==> src/cstg_cfg.svh <==
`ifndef CSTG_CFG_SVH
`define CSTG_CFG_SVH
// Status code reported in the error state.
`define CSTG_ERR_CODE 16'hAA01
`define CSTG_OK_CODE 16'h0000
`define CSTG_CRC_W 16
`define CSTG_RND_W 32
// Failure vector bit positions.
`define CSTG_F_CRC 0
`define CSTG_F_ECB 1
`define CSTG_F_OFB 2
`define CSTG_F_CMAC 3
`define CSTG_F_SHA 4
`define CSTG_NTEST 5
`define CSTG_FAIL_RST 5'h00
`endif

==> src/cstg_pkg.sv <==
`include "cstg_cfg.svh"
package cstg_pkg;
	typedef logic [`CSTG_NTEST-1:0] cstg_fail_t;
	typedef enum logic [2:0]
	{
		CSTG_BOOT = 3'h0,
		CSTG_ZERO = 3'h1,
		CSTG_TEST = 3'h2,
		CSTG_RUN = 3'h3,
		CSTG_ERR = 3'h4
	} cstg_state_e;
endpackage : cstg_pkg

==> src/cstg_guard.sv <==
`timescale 1ns/1ps
`include "cstg_cfg.svh"
//
// Contract
// Power-up self-test suite starts automatically after every reset.
// No crypto service until all known-answer tests passed.
// Any KAT failure enters error state, code AA01 plus failure bit field.
// In error state only status report is accepted; others rejected.
// 16-bit CRC over code image compared to stored reference.
// AES ECB and OFB encrypt and decrypt KATs with 256-bit key.
// CMAC KAT with 256-bit key and SHA-256 KAT in suite.
// Firmware image accepted only if CMAC verification passes.
// Repeated consecutive LFSR random outputs are rejected.
// Removal while powered erases traffic and integrity keys immediately; code ignores it while in the boot state, reset included.
// Removal while unpowered detected at boot erases those keys.
// Block crypto in error; suppress data out in test, zeroize, error.
// Keys never appear on any output, status included.
// Radio identifier mismatch erases AES traffic and rekeying keys.
// Tamper erases all keys if retention flag set, else RAM keys only; code never erases rekey keys on removal detected at boot.
// Failure vector one bit per test, cleared at reset, set on failure.
// Error state held until reset; no service clears it.
module cstg_guard
(
	input wire logic i_clock,
	input wire logic i_rst,
	input wire logic i_static_tamper,
	input wire logic i_active_tamper,
	input wire logic i_radio_id_mismatch,
	input wire logic i_key_retention,
	input wire logic [`CSTG_CRC_W-1:0] i_crc_calc,
	input wire logic [`CSTG_CRC_W-1:0] i_crc_ref,
	input wire logic i_crc_done,
	input wire logic i_ecb_enc_done,
	input wire logic i_ecb_enc_pass,
	input wire logic i_ecb_dec_done,
	input wire logic i_ecb_dec_pass,
	input wire logic i_ofb_enc_done,
	input wire logic i_ofb_enc_pass,
	input wire logic i_ofb_dec_done,
	input wire logic i_ofb_dec_pass,
	input wire logic i_cmac_done,
	input wire logic i_cmac_pass,
	input wire logic i_sha_done,
	input wire logic i_sha_pass,
	input wire logic i_fw_load_done,
	input wire logic i_fw_cmac_pass,
	input wire logic i_rnd_valid,
	input wire logic [`CSTG_RND_W-1:0] i_rnd_value,
	input wire logic i_req_valid,
	input wire logic i_req_is_status,
	input wire logic i_zero_done,
	output logic o_selftest_start,
	output logic o_crypto_enable,
	output logic o_data_out_enable,
	output logic o_req_accept,
	output logic o_req_reject,
	output logic [`CSTG_CRC_W-1:0] o_status_code,
	output cstg_pkg::cstg_fail_t o_fail_vector,
	output logic o_error,
	output logic o_zero_traffic_keys,
	output logic o_zero_integrity_keys,
	output logic o_zero_rekey_keys,
	output logic o_zero_ram_keys,
	output logic o_fw_accept,
	output logic o_fw_reject,
	output logic o_rnd_valid,
	output logic [`CSTG_RND_W-1:0] o_rnd_value,
	output logic o_rnd_reject
);
	import cstg_pkg::*;

	// ----------------------------------------
	// Self-test sequencing state
	// ----------------------------------------
	cstg_state_e state_q, state_d;
	cstg_fail_t fail_q, fail_d;
	cstg_fail_t seen_q, seen_d;
	logic start_q, start_d;
	logic [3:0] aes_seen_q, aes_seen_d;
	logic [3:0] aes_fail_q, aes_fail_d;

	function automatic logic kat_bad(input logic done, input logic pass);
		kat_bad = done & ~pass;
	endfunction : kat_bad

	always_comb
	begin
		state_d = state_q;
		fail_d = fail_q;
		seen_d = seen_q;
		start_d = 1'b0;
		aes_seen_d = aes_seen_q;
		aes_fail_d = aes_fail_q;
		case (state_q)
			CSTG_BOOT:
			begin
				if (i_static_tamper)
					state_d = CSTG_ZERO;
				else
				begin
					state_d = CSTG_TEST;
					start_d = 1'b1;
				end
			end
			CSTG_ZERO:
			begin
				if (i_zero_done)
				begin
					state_d = CSTG_TEST;
					start_d = 1'b1;
				end
			end
			CSTG_TEST:
			begin
				if (i_crc_done)
				begin
					seen_d[`CSTG_F_CRC] = 1'b1;
					if (i_crc_calc != i_crc_ref)
						fail_d[`CSTG_F_CRC] = 1'b1;
				end
				// Each AES direction and mode is tracked on its own.
				aes_seen_d = aes_seen_q | {i_ofb_dec_done, i_ofb_enc_done, i_ecb_dec_done, i_ecb_enc_done};
				aes_fail_d = aes_fail_q | {kat_bad(i_ofb_dec_done, i_ofb_dec_pass),
					kat_bad(i_ofb_enc_done, i_ofb_enc_pass),
					kat_bad(i_ecb_dec_done, i_ecb_dec_pass),
					kat_bad(i_ecb_enc_done, i_ecb_enc_pass)};
				seen_d[`CSTG_F_ECB] = &aes_seen_d[1:0];
				seen_d[`CSTG_F_OFB] = &aes_seen_d[3:2];
				fail_d[`CSTG_F_ECB] = |aes_fail_d[1:0];
				fail_d[`CSTG_F_OFB] = |aes_fail_d[3:2];
				if (i_cmac_done)
				begin
					seen_d[`CSTG_F_CMAC] = 1'b1;
					fail_d[`CSTG_F_CMAC] = fail_q[`CSTG_F_CMAC] | ~i_cmac_pass;
				end
				if (i_sha_done)
				begin
					seen_d[`CSTG_F_SHA] = 1'b1;
					fail_d[`CSTG_F_SHA] = fail_q[`CSTG_F_SHA] | ~i_sha_pass;
				end
				if (&seen_d)
					state_d = (|fail_d) ? CSTG_ERR : CSTG_RUN;
			end
			CSTG_RUN:
			begin
				if (i_active_tamper || i_radio_id_mismatch)
					state_d = CSTG_RUN;
			end
			CSTG_ERR:
			begin
				state_d = CSTG_ERR;
			end
			default:
			begin
				state_d = CSTG_ERR;
			end
		endcase
	end

	always_ff @(posedge i_clock)
	begin
		if (i_rst)
		begin
			state_q <= CSTG_BOOT;
			fail_q <= `CSTG_FAIL_RST;
			seen_q <= `CSTG_FAIL_RST;
			start_q <= 1'b0;
			aes_seen_q <= 4'h0;
			aes_fail_q <= 4'h0;
		end
		else
		begin
			state_q <= state_d;
			fail_q <= fail_d;
			seen_q <= seen_d;
			start_q <= start_d;
			aes_seen_q <= aes_seen_d;
			aes_fail_q <= aes_fail_d;
		end
	end

	// ----------------------------------------
	// Zeroization, firmware and random checks
	// ----------------------------------------
	logic [`CSTG_RND_W-1:0] last_rnd_q, last_rnd_d;
	logic have_rnd_q, have_rnd_d;
	logic rnd_ok;
	logic boot_zero;

	// Boot erasure is requested from the tamper decision until the key store reports it is done.
	// Holding it through the zeroize state keeps the request standing however long the erase takes.
	assign boot_zero = ((state_q == CSTG_BOOT) && i_static_tamper) || (state_q == CSTG_ZERO);
	assign rnd_ok = i_rnd_valid && !(have_rnd_q && (i_rnd_value == last_rnd_q));

	always_comb
	begin
		last_rnd_d = last_rnd_q;
		have_rnd_d = have_rnd_q;
		if (i_rnd_valid)
		begin
			last_rnd_d = i_rnd_value;
			have_rnd_d = 1'b1;
		end
	end

	always_ff @(posedge i_clock)
	begin
		if (i_rst)
		begin
			last_rnd_q <= {`CSTG_RND_W{1'b0}};
			have_rnd_q <= 1'b0;
			o_rnd_value <= {`CSTG_RND_W{1'b0}};
		end
		else
		begin
			last_rnd_q <= last_rnd_d;
			have_rnd_q <= have_rnd_d;
			// Only draws released in normal operation leave the block; anything else reads as zero.
			o_rnd_value <= o_rnd_valid ? i_rnd_value : {`CSTG_RND_W{1'b0}};
		end
	end

	logic in_run;
	logic tamper_now;
	assign in_run = (state_q == CSTG_RUN);
	assign tamper_now = i_active_tamper && (state_q != CSTG_BOOT);

	assign o_rnd_valid = in_run && rnd_ok;
	assign o_rnd_reject = i_rnd_valid && !(in_run && rnd_ok);
	assign o_zero_traffic_keys = tamper_now | boot_zero | i_radio_id_mismatch;
	assign o_zero_integrity_keys = tamper_now | boot_zero;
	assign o_zero_rekey_keys = i_radio_id_mismatch | (tamper_now & i_key_retention);
	assign o_zero_ram_keys = tamper_now | boot_zero;
	assign o_fw_accept = i_fw_load_done && i_fw_cmac_pass && in_run;
	assign o_fw_reject = i_fw_load_done && !(i_fw_cmac_pass && in_run);

	// ----------------------------------------
	// Service gating and status
	// ----------------------------------------
	assign o_selftest_start = start_q;
	assign o_error = (state_q == CSTG_ERR);
	assign o_crypto_enable = in_run;
	assign o_data_out_enable = in_run && !tamper_now && !i_radio_id_mismatch;
	assign o_req_accept = i_req_valid && (in_run || (o_error && i_req_is_status));
	assign o_req_reject = i_req_valid && !o_req_accept;
	// Status only ever carries the code and failure vector, never key material.
	assign o_status_code = o_error ? `CSTG_ERR_CODE : `CSTG_OK_CODE;
	assign o_fail_vector = fail_q;

	// ----------------------------------------
	// Assertions
	// ----------------------------------------
	a_start_after_rst: assert property (@(posedge i_clock)
		$fell(i_rst) && !i_static_tamper |=> o_selftest_start)
		else $error("self-test not started after reset");
	a_no_crypto_early: assert property (@(posedge i_clock) disable iff (i_rst)
		(state_q == CSTG_TEST) |-> !o_crypto_enable)
		else $error("crypto enabled during self-test");
	a_err_code: assert property (@(posedge i_clock) disable iff (i_rst)
		o_error |-> (o_status_code == 16'hAA01) && (|o_fail_vector))
		else $error("error state without code or failure bits");
	a_err_only_status: assert property (@(posedge i_clock) disable iff (i_rst)
		o_error && i_req_valid && !i_req_is_status |-> o_req_reject)
		else $error("non-status request accepted in error");
	a_crc_fail: assert property (@(posedge i_clock) disable iff (i_rst)
		(state_q == CSTG_TEST) && i_crc_done && (i_crc_calc != i_crc_ref) |=> o_fail_vector[`CSTG_F_CRC])
		else $error("crc mismatch not recorded");
	a_fw_gate: assert property (@(posedge i_clock) disable iff (i_rst)
		o_fw_accept |-> i_fw_cmac_pass)
		else $error("firmware accepted without cmac pass");
	a_rnd_repeat: assert property (@(posedge i_clock) disable iff (i_rst)
		i_rnd_valid && have_rnd_q && (i_rnd_value == last_rnd_q) |-> o_rnd_reject && !o_rnd_valid)
		else $error("repeated random value passed");
	a_tamper_zero: assert property (@(posedge i_clock) disable iff (i_rst)
		i_active_tamper && (state_q != CSTG_BOOT) |-> o_zero_traffic_keys && o_zero_integrity_keys)
		else $error("tamper did not zeroize");
	a_retention: assert property (@(posedge i_clock) disable iff (i_rst)
		tamper_now && !i_key_retention && !i_radio_id_mismatch |-> !o_zero_rekey_keys && o_zero_ram_keys)
		else $error("retention flag ignored");
	a_err_sticky: assert property (@(posedge i_clock) disable iff (i_rst)
		o_error |=> o_error [*8])
		else $error("error state left without reset");
	a_boot_zero: assert property (@(posedge i_clock) disable iff (i_rst)
		(state_q == CSTG_ZERO) |-> o_zero_traffic_keys && o_zero_integrity_keys && !o_data_out_enable)
		else $error("boot erasure not requested");
	a_id_zero: assert property (@(posedge i_clock) disable iff (i_rst)
		i_radio_id_mismatch |-> o_zero_traffic_keys && o_zero_rekey_keys && !o_data_out_enable)
		else $error("radio mismatch did not zeroize");
	a_quiet_not_run: assert property (@(posedge i_clock) disable iff (i_rst)
		(state_q != CSTG_RUN) |-> !o_data_out_enable && !o_rnd_valid && !o_fw_accept)
		else $error("output released outside normal operation");
	a_rnd_value_gate: assert property (@(posedge i_clock) disable iff (i_rst)
		!o_rnd_valid |=> (o_rnd_value == {`CSTG_RND_W{1'b0}}))
		else $error("random value leaked without release");
	a_fail_bits_set: assert property (@(posedge i_clock) disable iff (i_rst)
		1'b1 |=> ((o_fail_vector & $past(o_fail_vector)) == $past(o_fail_vector)))
		else $error("failure bit cleared without reset");
	c_pass: cover property (@(posedge i_clock) disable iff (i_rst) $rose(o_crypto_enable));
	c_fail: cover property (@(posedge i_clock) disable iff (i_rst) $rose(o_error));
	c_boot_zero: cover property (@(posedge i_clock) boot_zero);
	c_rnd_rej: cover property (@(posedge i_clock) disable iff (i_rst) o_rnd_reject && in_run);
	c_tamper_run: cover property (@(posedge i_clock) disable iff (i_rst) tamper_now && in_run);
endmodule : cstg_guard

==> config.mk <==
export PLATFORM = sky130hd
export DESIGN_NAME = cstg_guard
export DESIGN_NICKNAME = d
export VERILOG_FILES = /design/src/cstg_pkg.sv /design/src/cstg_guard.sv
export VERILOG_INCLUDE_DIRS = /design/src
export SDC_FILE = /design/constraint.sdc
export NUM_CORES = 1
export LEC_CHECK = 0
export ABC_CLOCK_PERIOD_IN_PS = 1900
export BUFFER_PORTS_ARGS = -buffer_cell sky130_fd_sc_hd__clkbuf_2
export CAP_MARGIN = 20
export CORE_MARGIN = 2
export CORE_UTILIZATION = 30
export DETAILED_ROUTE_END_ITERATION = 7
export SETUP_SLACK_MARGIN = 0.2
export SLEW_MARGIN = 20
export SYNTH_ARGS = -nofsm -noshare
export SYNTH_HDL_FRONTEND = slang
export SYNTH_SLANG_ARGS = --single-unit
==> constraint.sdc <==
create_clock -name i_clock -period 1.9 [get_ports i_clock]
set_input_delay 0.285 -clock i_clock [delete_from_list [all_inputs] [get_ports i_clock]]
set_output_delay 0.285 -clock i_clock [all_outputs]
set_load 0.01 [all_outputs]
==> summary.txt <==
status: finished with violations
failing checks: setup timing
first-pass GRT wire length: 13.8 mm
global-route usage over all layers: 13.7%
area leader, netlist: dfxtp_1
total number of H-tree levels: 3
setup clock skew after layout: 6.37 ps
Pwr Density: 849 mW/mm²
Pins Over Slew Limit: 0
routed len/inst: 12.9 µm
I/O Pins: 156
initial antenna violation count: 0
vias per cell: 4.50
Reg clk slew, reported paths: 60 ps
Iter 0 DRT Violations: 119
die area: 0.0130 mm²
final wirelength: 8.73 mm
Port-buffer cells: 144
fraction of the yosys area taken by sequential cells: 46.8%
Hold Fails Final Rpt: 0
worst slew pin tran: 578 ps
fin crit share: 109%
Post-synth EDFFs: 0
Pre-Repair DR Iteration Count: 4
Core Rows: 40
setup ws final: -166 ps
fraction of layout instances using a drive strength above 1: 41.7%
core area: 0.0119 mm²
crit path max fanout: 2
clock sink total: 85
vias in the first global route: 2875
Die W: 114 µm
Synth Flop Type: dfxtp_1
final number of setup-violating endpoints: 2
TritonCTS buffer count: 9
kind of start point of the critical path: flip-flop
Max-Cap Viols: 0
Tmin final: 2070 ps
ANT cells: 0
FF+latch area: 0.00172 mm²
cell total after placement: 655
ys async rst share: 0%
Max transition margin: 61.5%
Synth-to-Final Area Change: 37.3%
Synth warnings: 0
overall power: 4.24 mW
Pleak: 2.30 nW
Final #Nets: 614
Routed Antenna Nets: 0
Root Driver: clkbuf_16
Clock Tree Buf Depth: 2
fmax: 484 MHz
Hold Crit Class: in2reg
vias: 3049
Worst-Skew Late Latency: 340 ps
GR Overflow Total: 0
WHS: 192 ps
FF+latch count, synth: 85
post-DP HPWL: 6.42 mm
crit path DAT: 1780 ps
fill count: 1180
area of the multi-input gates: 0.00190 mm²
CTS Hold Buffers Added: 0
critical path type: reg2out
RSZ-0062 raised after global routing: yes
Netlist Area Pre-Place: 0.00364 mm²
Die Ht: 114 µm
Critical Path RT: 1620 ps
Starting Density: 30.5%
drc violations: 0
worst vdd ir: 539 µV
library cells used by synthesis: 47
Post-Synthesis Cells: 377
CTS tree: built
routability cong.: 0.779
Non-Filler Instances: 677
largest net degree at the start of global routing: 54
dominant cells by area after synthesis: dfxtp_1, xnor2_1, mux2i_1
Avg Cell Area, Syn: 9.65 µm²
Setup crit end kind: output port
Synth top area share: 46.8%
==> where the power goes <==
| part | switching (mW) | total, mW | internal (mW) |
|---|---|---|---|
| clock | 0.693 | 1.74 | 1.05 |
| combinational | 0.291 | 0.582 | 0.291 |
| sequential | 0.0529 | 1.92 | 1.86 |
| total | 1.04 | 4.24 | 3.20 |
==> cell usage after synthesis, types with 2 or more instances <==
cell type,instances
a211oi_1,2
a21boi_0,2
a21oi_1,16
and2_1,33
and3_1,3
buf_2,10
buf_4,17
clkbuf_1,7
dfxtp_1,85
inv_1,3
mux2i_1,32
nand2_1,3
nand2b_1,4
nand3_1,2
nand4_1,8
nor2_1,56
nor2b_1,7
nor3_1,4
nor3_2,2
nor4_1,5
o21ai_0,3
o22ai_1,3
xnor2_1,46
==> metrics by stage <==
step                      setup TNS (ps)  instance area [µm²]  setup slack (ps)  utilization (%)
after floorplan                        0                 3680               295                -
after global placement                 0                 4470              15.9             37.6
after detailed placement               0                 4470              18.7             37.6
after CTS                           -383                 4890              -194             41.0
after global routing                -547                 4990              -274             41.9
final                               -325                 4990              -166             41.9
==> what timing repair did <==
action,in CTS,in global routing
buffers inserted,4,2
endpoints found under the hold margin,0,0
setup endpoints to repair,11,41
pin swaps,24,13
gates resized for setup,31,25
==> layout by cell type (no fill, tap or decap), drive strengths merged, types with 2 or more instances in the layout <==
master  instances
nor3            6
inv             4
a21boi          2
a211oi          2
nand2           4
clkbuf        150
nor4            5
nor2           56
nor2b           7
mux2i          32
dfxtp          85
nand3           2
nand4           9
nand2b          4
buf            24
a21oi          16
conb           11
o21ai           4
and2           33
clkinv          2
o22ai           3
xnor2          46
and3            3
==> registers in the layout, summed over array words and instances (netlist names) <==
| register | flops |
|---|---|
| state_q | 3 |
| last_rnd_q | 32 |
| o_fail_vector | 5 |
| aes_fail_q | 4 |
| have_rnd_q | 1 |
| o_rnd_value | 32 |
| o_selftest_start | 1 |
| aes_seen_q | 4 |
| seen_q | 3 |
==> final timing paths <==
| kind | to | cells past startpoint | start | slack [ps] |
|---|---|---|---|---|
| max | o_rnd_valid | 7 | last_rnd_q[7] | -170 |
| min reg2reg | seen_q[0] | 2 | seen_q[0] | 470 |
| min | o_rnd_value[29] | 2 | i_rnd_value[29] | 190 |
| max reg2reg | o_rnd_value[22] | 6 | last_rnd_q[23] | 290 |
==> final cells by class <==
| cell class | count | area share [%] |
|---|---|---|
| Clock inverter | 4 | 0.952 |
| Timing Repair Buffer | 162 | 17.5 |
| Sequential cell | 85 | 34.5 |
| Clock buffer | 12 | 4.93 |
| Tap cell | 147 | 3.68 |
| Multi-Input combinational cell | 263 | 38.1 |
| Inverter | 4 | 0.351 |
==> routing by layer <==
metal | track usage (%) | up-vias | wire length (µm)
li1 | - | 1529 | -
met1 | 15.4 | 1416 | 3720
met2 | 23.5 | 87 | 4390
met3 | 4.66 | 17 | 427
met4 | 6.26 | 0 | 199
met5 | 0 | - | 0
==> critical path: stages, from the launching register on <==
cell and delay [ps]:
dfxtp_2 320, xnor2_1 140, nand4_1 130, nor4_2 280
buf_4 150, nand4b_1 110, and3_1 190, clkbuf_2 120
==> cell families after synthesis <==
group	after synthesis	share of synthesized area, %
buffers and inverters	39	6.12
xor gates and xnor gates	46	11.1
and+or+nand+nor	137	20.0
muxes	32	8.80
AOI/OAI and AO/OA	37	7.12
other	1	0.103
DFF	85	46.8
No activity file was read; power rests on OpenSTA's default activity.
